[src/common/encdg_pkg.sv]
// package for the encoder counter diagnostics block
`default_nettype none
package encdg_pkg;
    // ---------------------------------------------------------------
    // widths and defaults
    // ---------------------------------------------------------------
    localparam int CNT_W = 32;
    localparam int NUM_TRK = 3;
    localparam logic [CNT_W-1:0] LIMIT_DEFAULT = 32'hFFFFFFFF;
    localparam logic [CNT_W-1:0] RESET_DEFAULT = 32'h00000000;
    localparam logic [1:0] THIRD_DIV = 2'h3;
    localparam logic [1:0] UNDER_NUM = 2'h2;
    localparam logic [1:0] OVER_NUM = 2'h1;
    // track indices
    localparam int TRK_A = 0;
    localparam int TRK_B = 1;
    localparam int TRK_C = 2;

    typedef struct packed {
        logic [CNT_W-1:0] limit_value;
        logic [CNT_W-1:0] reset_value;
    } encdg_range_t;

    typedef struct packed {
        logic                    differential;
        logic [NUM_TRK-1:0]      detect_en;
    } encdg_detect_cfg_t;

    typedef enum logic [1:0] {
        ENCDG_LED_OFF,
        ENCDG_LED_GREEN,
        ENCDG_LED_RED
    } encdg_led_t;
endpackage
`default_nettype wire

[src/logic/encdg_top.sv]
// counter wrap flags and open-circuit diagnostics of one encoder channel
//
// Contract
// - Set underflow when a down count wraps from reset value to limit.
// - Clear underflow once the counter drops below reset + 2/3 of the span.
// - Set overflow when an up count wraps from limit value to reset value.
// - Clear overflow once the counter rises above reset + 1/3 of the span.
// - Default limits span the full width, wrapping all-ones to zero.
// - Faults are detected only on enabled inputs in differential mode.
// - A low differential indication on an enabled input is a fault.
// - The group flag is high while any enabled input is faulty.
// - The data-invalid flag is high while an open-circuit fault exists.
// - Each input has its own fault flag, high while that input is faulty.
// - The track A indicator is green on a true level and red on a fault.
// - Fault flags are live, not latched, and may drop on a broken wire.
`default_nettype none
module encdg_top
    import encdg_pkg::*;
(
    // clock and reset
    input  wire logic              clock_i,
    input  wire logic              nrst_i,
    input  wire logic              ce_i,
    // channel selection
    input  wire logic              chan_idx_i,
    input  wire logic              chan_sel_i,
    // counter
    input  wire logic [CNT_W-1:0]  count_i,
    input  wire logic              count_valid_i,
    input  wire logic              count_up_i,
    input  wire encdg_range_t      range_i,
    // encoder tracks
    input  wire encdg_detect_cfg_t detect_cfg_i,
    input  wire logic [NUM_TRK-1:0] diff_low_i,
    input  wire logic [NUM_TRK-1:0] track_level_i,
    // status
    output logic                   underflow_o,
    output logic                   overflow_o,
    output logic                   open_circuit_o,
    output logic                   data_invalid_o,
    output logic [NUM_TRK-1:0]     track_fault_o,
    output encdg_led_t             track_a_indicator_led_o
);
    // ---------------------------------------------------------------
    // thresholds
    // ---------------------------------------------------------------
    function automatic logic [CNT_W-1:0] frac_point(
        input logic [CNT_W-1:0] lim,
        input logic [CNT_W-1:0] rst,
        input logic [1:0]       num
    );
        logic [CNT_W+1:0] prod;
        prod = ({2'h0, lim - rst} * {{CNT_W{1'b0}}, num}) /
               {{CNT_W{1'b0}}, THIRD_DIV};
        frac_point = prod[CNT_W-1:0] + rst;
    endfunction

    logic [CNT_W-1:0] under_thr;
    logic [CNT_W-1:0] over_thr;
    assign under_thr = frac_point(range_i.limit_value, range_i.reset_value,
                                  UNDER_NUM);
    assign over_thr  = frac_point(range_i.limit_value, range_i.reset_value,
                                  OVER_NUM);

    // ---------------------------------------------------------------
    // wrap flags
    // ---------------------------------------------------------------
    logic             active;
    logic [CNT_W-1:0] prev_reg;
    logic [CNT_W-1:0] prev_next;
    logic             prev_ok_reg;
    logic             prev_ok_next;
    logic             under_reg;
    logic             under_next;
    logic             over_reg;
    logic             over_next;
    logic             wrap_dn;
    logic             wrap_up;

    assign active = ce_i && chan_sel_i == chan_idx_i;

    // with default limits this is the ..00 to ..FF wrap and back
    assign wrap_dn = prev_ok_reg && !count_up_i &&
                     prev_reg == range_i.reset_value &&
                     count_i == range_i.limit_value;
    assign wrap_up = prev_ok_reg && count_up_i &&
                     prev_reg == range_i.limit_value &&
                     count_i == range_i.reset_value;

    always_comb begin
        prev_next    = prev_reg;
        prev_ok_next = prev_ok_reg;
        under_next   = under_reg;
        over_next    = over_reg;
        if (active && count_valid_i) begin
            prev_next    = count_i;
            prev_ok_next = 1'b1;
            // a fresh wrap wins over the hysteresis clear
            if (wrap_dn) begin
                under_next = 1'b1;
            end else if (under_reg && count_i < under_thr) begin
                under_next = 1'b0;
            end
            if (wrap_up) begin
                over_next = 1'b1;
            end else if (over_reg && count_i > over_thr) begin
                over_next = 1'b0;
            end
        end
    end

    always_ff @(posedge clock_i or negedge nrst_i) begin
        if (!nrst_i) begin
            prev_reg    <= RESET_DEFAULT;
            prev_ok_reg <= 1'b0;
            under_reg   <= 1'b0;
            over_reg    <= 1'b0;
        end else begin
            prev_reg    <= prev_next;
            prev_ok_reg <= prev_ok_next;
            under_reg   <= under_next;
            over_reg    <= over_next;
        end
    end

    // ---------------------------------------------------------------
    // open-circuit detection
    // ---------------------------------------------------------------
    logic [NUM_TRK-1:0] trk_fault;
    encdg_led_t         trk_led [NUM_TRK];

    genvar gi;
    generate
        for (gi = 0; gi < NUM_TRK; gi++) begin : g_trk
            encdg_track_fault u_trk (
                .clock_i    (clock_i),
                .nrst_i     (nrst_i),
                .ce_i       (active),
                .enable_i   (detect_cfg_i.differential &&
                             detect_cfg_i.detect_en[gi]),
                .diff_low_i (diff_low_i[gi]),
                .level_i    (track_level_i[gi]),
                .fault_o    (trk_fault[gi]),
                .led_o      (trk_led[gi])
            );
        end
    endgenerate

    // group flags registered once more so all open-circuit outputs line up; the wrap flags have one register stage less
    logic               group_reg;
    logic               group_next;
    logic               invalid_reg;
    logic               invalid_next;
    logic [NUM_TRK-1:0] fault_reg;
    logic [NUM_TRK-1:0] fault_next;
    encdg_led_t         led_reg;
    encdg_led_t         led_next;

    always_comb begin
        group_next   = group_reg;
        invalid_next = invalid_reg;
        fault_next   = fault_reg;
        led_next     = led_reg;
        if (active) begin
            fault_next   = trk_fault;
            group_next   = |trk_fault;
            invalid_next = |trk_fault;
            led_next     = trk_led[TRK_A];
        end
    end

    always_ff @(posedge clock_i or negedge nrst_i) begin
        if (!nrst_i) begin
            group_reg   <= 1'b0;
            invalid_reg <= 1'b0;
            fault_reg   <= '0;
            led_reg     <= ENCDG_LED_OFF;
        end else begin
            group_reg   <= group_next;
            invalid_reg <= invalid_next;
            fault_reg   <= fault_next;
            led_reg     <= led_next;
        end
    end

    assign underflow_o             = under_reg;
    assign overflow_o              = over_reg;
    assign open_circuit_o          = group_reg;
    assign data_invalid_o          = invalid_reg;
    assign track_fault_o           = fault_reg;
    assign track_a_indicator_led_o = led_reg;
endmodule
`default_nettype wire

[src/logic/encdg_track_fault.sv]
// per-track open-circuit fault detection for one encoder input
`default_nettype none
module encdg_track_fault
    import encdg_pkg::*;
(
    // clock and reset
    input  wire logic clock_i,
    input  wire logic nrst_i,
    input  wire logic ce_i,
    // track input
    input  wire logic enable_i,
    input  wire logic diff_low_i,
    input  wire logic level_i,
    // status
    output logic      fault_o,
    output encdg_led_t led_o
);
    logic       fault_reg;
    logic       fault_next;
    encdg_led_t led_reg;
    encdg_led_t led_next;

    // live, not latched: follows the comparator every cycle that ce_i is high
    always_comb begin
        fault_next = fault_reg;
        led_next   = led_reg;
        if (ce_i) begin
            fault_next = enable_i && diff_low_i;
            if (fault_next) begin
                led_next = ENCDG_LED_RED;
            end else if (level_i) begin
                led_next = ENCDG_LED_GREEN;
            end else begin
                led_next = ENCDG_LED_OFF;
            end
        end
    end

    always_ff @(posedge clock_i or negedge nrst_i) begin
        if (!nrst_i) begin
            fault_reg <= 1'b0;
            led_reg   <= ENCDG_LED_OFF;
        end else begin
            fault_reg <= fault_next;
            led_reg   <= led_next;
        end
    end

    assign fault_o = fault_reg;
    assign led_o   = led_reg;
endmodule
`default_nettype wire

[config.mk]
export PLATFORM = sky130hd
export DESIGN_NAME = encdg_top
export DESIGN_NICKNAME = d
export VERILOG_FILES = /design/src/common/encdg_pkg.sv /design/src/logic/encdg_top.sv /design/src/logic/encdg_track_fault.sv
export SDC_FILE = /design/constraint.sdc
export NUM_CORES = 1
export LEC_CHECK = 0
export BUFFER_PORTS_ARGS = -buffer_cell sky130_fd_sc_hd__clkbuf_2
export CORE_MARGIN = 4
export CORE_UTILIZATION = 30
export CTS_BUF_LIST = sky130_fd_sc_hd__clkbuf_8
export CTS_CLUSTER_SIZE = 10
export DETAILED_ROUTE_END_ITERATION = 10
export SETUP_SLACK_MARGIN = 0.4
export SYNTH_ARGS = -nofsm -noshare
export SYNTH_HDL_FRONTEND = slang
export SYNTH_SLANG_ARGS = --single-unit
[constraint.sdc]
create_clock -name clock_i -period 2.49 [get_ports clock_i]
set_input_delay 0.249 -clock clock_i [delete_from_list [all_inputs] [get_ports clock_i]]
set_output_delay 0.249 -clock clock_i [all_outputs]
set_load 0.02 [all_outputs]
# After elaboration in Yosys (flattened, before gate mapping)
# Cells that the tools add are included.
[op_classes]
n_addsub = 3
n_mul = 0
div_mod_pow = 2
order_cmp = 2
eq_ne = 5
shift = 0
mux = 6
bitwise_logic = 0
n_reduce_logical = 22
[op_table]
columns = ["op", "n"]
rows = [
  ["32-bit == test", 4],
  ["32-bit adder", 2],
  ["32-bit by 2-bit divider with 34-bit output (second input constant)", 1],
  ["33-bit by 2-bit divider with 34-bit output (second input constant)", 1],
  ["32-bit greater-than comparator", 1],
  ["32-bit less-than comparator", 1],
  ["32-bit subtractor", 1],
  ["1-bit logical AND", 16],
  ["1-bit 2-to-1 mux", 5],
  ["2-bit AND reduction", 2],
  ["2-bit nonzero test", 2],
  ["3-bit OR reduction", 1],
  ["2-bit 2-to-1 mux", 1],
  ["1-bit == test", 1],
  ["1-bit zero test", 1],
]
[word_totals]
reg_bits = 46
latch_bits = 0
ramBits = 0
romBits = 0
in_bits = 113
out_inout_bits = 9
elab_cells = 51
memories = 0

# Longest topological paths before layout
[depth]
depth_word = 7
mapped_depth = 85
ltp_nobuf = 79

# Modules after synthesis
# From an unflattened synthesis, not the netlist that was laid out.
[hier_totals]
cells_unflattened = 1798
area_unflattened_um2 = 12963.7
[modules_own_cells]
columns = ["module", "n_inst", "cells_per_inst", "area_per_inst_um2", "seq_area_each_um2"]
rows = [
  ["encdg_top", 1, 1774, 12682.2, 1026.0],
  ["encdg_track_fault", 3, 8, 93.8, 50.0],
]

# Worst setup path after synthesis
# No wires, ideal clock.
[synth_path]
kind = "input to register"
start = "input range_i[32] (netlist name)"
end = "register under_reg, in the netlist underflow_o"
setup_time_ps = 132
arrival_ps = 13838
required_time_ps = 2358
setup_slack_ps = -11480
cell_stages = 80
n_path_buf = 4
cell_sequence = "inv_1 ha_1 inv_1 fa_1 a21o_1 a221oi_4 o211ai_2 and3_4 or3_4 and2_1 buf_2 or4_1 o311ai_1 nor3_2 o21ai_2 mux2i_1 a211oi_2 mux2i_4 [44 not listed] o21bai_1 a21oi_1 xnor2_1 ha_1 o21ai_0 nand2b_1 a21oi_1 o31ai_1 a21o_1 a21o_1 a21o_1 a21o_1 a21o_1 a21o_1 a21oi_1 nor2b_1 o31ai_1 o31ai_1"
[synth_via]
elab_chain_len = 7
elab_cells_between_ends = 10
cone_classes = "add/sub: 2; div: 1; order compare: 1; eq/ne: 1; mux: 1; reduce/logical: 4"
[synth_lines]
columns = ["item", "line_no", "rtl"]
rows = [
  ["start, declared", "encdg_top.sv:31", "input wire encdg_range_t range_i,"],
  ["32-bit subtractor", "encdg_top.sv:53", "prod = ({2'h0, lim - rst} * {{CNT_W{1'b0}}, num}) /"],
  ["33-bit by 2-bit divider with 34-bit output", "encdg_top.sv:53", ""],
  ["32-bit adder", "encdg_top.sv:55", "frac_point = prod[CNT_W-1:0] + rst;"],
  ["32-bit less-than comparator", "encdg_top.sv:101", "end else if (under_reg && count_i < under_thr) begin"],
  ["1-bit logical AND", "encdg_top.sv:101", ""],
  ["2-bit nonzero test (no source line)", "n/a", ""],
  ["2-bit AND reduction (no source line)", "n/a", ""],
  ["end signal, assigned", "encdg_top.sv:121", "under_reg <= under_next;"],
  ["end, declared", "encdg_top.sv:73", "logic under_reg;"],
]
# Parallel ways exist; a longest one is shown, timed or not.
# A chain may end at the register's enable or synchronous reset.

# Worst setup path in the final report
[layout_path]
start = "input range_i[20] (netlist name)"
end = "register under_reg, in the netlist underflow_o"
# Same word-level chain as after synthesis.

==> impl_metrics.csv <==
group,metric,value,unit
clocking,cts-root-buf,"clkbuf_8",
setup_path,critical_path.most_common_cell,"a21oi_2",
yosys,synthFlopType,"dfrtp_1",
sta,fin_hold_ws,25.4,ps
routing,wire_per_inst,18.6,um
final_layout,regArea,1100,um^2
outcome,status,"complete, but fails checks",
yosys,synth_area,13500,um^2
clocking,cts_buffer_depth,2,
sta,worst_slack,-11730,ps
routing,routed-via-count,17300,
final_layout,drive_gt1_frac,0.416,
yosys,yosysSeqAreaShare,0.0818,
global_route,grt_pass1_wl,91000,um
routing,wl,59700,um
sta,finClkSkew,14.9,ps
final_layout,n_fill_cell,4429,
sta,relSlewSlack,0.564,
yosys,async_reset_ff_frac,1.00,
yosys,synth_cell_type_count,115,
sta,hold_viol_final,0,
die,design.die.area,48300,um^2
sta,max_freq,70.3,MHz
power_and_ir_drop,ir_drop,1.01,mV
sta,post-route-period-util,5.71,
place,dp_worst_setup_slack,-12710,ps
setup_path,critPathMaxStageDelay,500,ps
clocking,cts_tree,"yes",
yosys,synth_seq_cells,44,
routing,via_per_inst,5.39,
die,die_y,220,um
global_route,grt_max_degree,45,
setup_path,cpMaxStageDelayCell,"or4_4",
power_and_ir_drop,power.density,1530,nW/um^2
yosys,synthCells,1871,
final_layout,area_growth,55.1,%
setup_path,crit_path_start_kind,"input port",
place,dp_hpwl,50000,um
die,die_x,220,um
setup_path,cp.required,2690,ps
clocking,clk_pin_slew_worst_paths,100,ps
power_and_ir_drop,leakage,0.00974,uW
global_route,antenna_found_initial,5,
setup_path,timing_worst_setup_path_type,"input port to flop",
sta,worstMarginPinSlew,652,ps
yosys,yosys_warnings,0,
routing,drc_errors,0,
yosys,synth_edf_count,0,
routing,first_iter_violations,1394,
run,max_cap_violations,0,
final_layout,largest_register_ffs,32,
yosys,syn-num-nets,2145,
setup_path,critPathMaxFanout,6,
hold_path,hp-class,"input port to asynchronous set/reset pin",
final_layout,multiInputGateArea,12500,um^2
sta,setup_viol,2,
final_layout,fin_nets,2890,
global_route,grt_usage,0.235,
sta,final-max-slew-violation-count,0,
clocking,clock_sinks,44,
routing,drt_first_pass_iters,6,
die,core,44300,um^2
clocking,numCtsBuffers,5,
sta,period_needed,14220,ps
die,start_util,0.304,
routing,ant_nets,0,
setup_path,end_kind,"flop",
global_route,grt_overflow,0,
global_route,grt_pass1_vias,16800,
clocking,htree_num_levels,2,
outcome,violations,"setup timing",
sta,rsz0062_at_grt,"yes",
die,core.rowCount,77,
yosys,avgSynthCellArea,7.20,um^2
setup_path,worstPathArrival,14420,ps
die,pin_count,122,
place,place.gp.congestion,1.00,
place,port_buffers,119,
clocking,worstSkewPairLatency,310,ps
## power breakdown
part           internal, uW  switching [uW]  leakage [uW]
Sequential              854             168      0.000540
Combinational         15700           14700       0.00915
Clock                   205             299     0.0000452
Total                 16800           15200       0.00974
## cell usage after synthesis, types with 5 or more instances
master | instances | area, um^2
o2111ai_1 | 8 | 70.1
xnor2_1 | 135 | 1180
a22oi_1 | 5 | 37.5
a211oi_2 | 7 | 87.6
mux2i_1 | 11 | 110
and3_1 | 12 | 75.1
or4_1 | 5 | 37.5
buf_6 | 5 | 56.3
o21bai_1 | 26 | 195
and2_1 | 10 | 62.6
nor3_1 | 45 | 225
dfrtp_1 | 44 | 1100
a21oi_1 | 170 | 851
nand2b_1 | 32 | 200
buf_2 | 26 | 130
ha_1 | 158 | 1980
o31ai_1 | 12 | 90.1
a21o_1 | 37 | 278
nand3_1 | 58 | 290
o21ai_1 | 11 | 55.1
or3_1 | 12 | 75.1
nand4_1 | 39 | 244
a221oi_1 | 20 | 175
a311oi_1 | 7 | 61.3
nor2b_1 | 23 | 144
a32oi_1 | 6 | 52.6
o221ai_1 | 9 | 78.8
o22ai_1 | 27 | 169
a211o_1 | 6 | 52.6
inv_1 | 128 | 480
o211ai_1 | 16 | 120
buf_4 | 6 | 45.0
nor2_1 | 120 | 450
clkbuf_1 | 39 | 146
o21ai_0 | 134 | 671
a211oi_1 | 13 | 97.6
a31oi_1 | 15 | 93.8
mux2_2 | 29 | 327
xor2_1 | 62 | 543
nand2_1 | 174 | 653
nor4_1 | 20 | 125
o21a_1 | 19 | 143
## logic make-up (layout without fill, tap and decap cells)
logic type / after synthesis / after routing / synth area share
xor gates and xnor gates: 199 / 199 / 0.131
other: 0 / 2 / 0
DFF: 44 / 44 / 0.0818
muxes: 42 / 42 / 0.0349
adders and majority gates: 162 / 162 / 0.152
buffers and inverters: 207 / 952 / 0.0647
AOI/OAI and AO/OA: 630 / 631 / 0.320
and+or+nand+nor: 587 / 587 / 0.216
## layout by cell type (no fill, tap or decap), drive strengths merged, types with 8 or more instances in the layout
cell / instances
a211oi: 21
clkbuf: 124
o22ai: 28
o2111ai: 9
mux2: 30
nand2b: 32
nor2: 124
o21ai: 146
a2111oi: 8
a21o: 39
o211ai: 19
o21bai: 27
o21a: 19
dfrtp: 44
ha: 158
inv: 130
a31oi: 15
xnor2: 137
nand2: 178
nor2b: 23
buf: 696
a221oi: 22
nor4: 21
nand4: 39
and3: 14
or3: 13
xor2: 62
a21oi: 174
nor3: 48
o31ai: 14
o221ai: 10
mux2i: 12
and2: 12
nand3: 59
## layer usage
metal  track usage  part of all wire  up-vias
li1              -                 -     8406
met1         0.297              0.42     8187
met2         0.417              0.48      578
met3        0.0229             0.054      129
met4        0.0814             0.043        6
met5             0           0.00069        -
## worst max-delay path, delay by kind of cell
family | cells | cell delay, ps
AOI/OAI and AO/OA | 50 | 8020
xor gates and xnor gates | 1 | 150
adders and majority gates | 5 | 1330
buffers and inverters | 11 | 1630
muxes | 2 | 340
and+or+nand+nor | 16 | 2670
## final cells by class
class	count	area share
multi-input cells	1621	0.599
repair buffers	816	0.285
flip-flops and latches	44	0.0527
well taps	592	0.0355
inverters	128	0.0231
clock buffers	5	0.00330
clock inverters	3	0.00120
diodes	2	0.000240
## metrics by stage
stage	cells	TNS (ps)	area, um^2	utilization	power [uW]
CTS	3191	-23280	20500	0.462	30600
global route	3210	-24910	20900	0.471	35000
finish	3211	-23430	20900	0.471	32000
detailed placement	3123	-25380	19300	0.436	27600
global placement	3123	-24900	19300	0.436	27100
floorplan	1871	-21490	13700	-	17200
## final timing paths
check,startpoint,to,slack [ps],cells after the start
setup / recovery,range_i[20],underflow_o,-11730,85
hold / removal,nrst_i,prev_reg[9],30,2
setup reg to reg,prev_reg[18],overflow_o,480,6
hold reg to reg,track_a_indicator_led_o[0],track_a_indicator_led_o[0],500,2
max in group asynchronous,nrst_i,prev_ok_reg,2070,2
min in group clock_i,track_level_i[0],g_trk[0].u_trk.led_o[0],160,3
## timing repair
action,4_1_cts,5_1_grt
gates resized for setup,116,57
setup endpoints to repair,2,2
gates cloned,2,0
setup buffers,58,18
pin swaps,107,66
hold buffers,0,0
(Power assumes the default switching activity.)
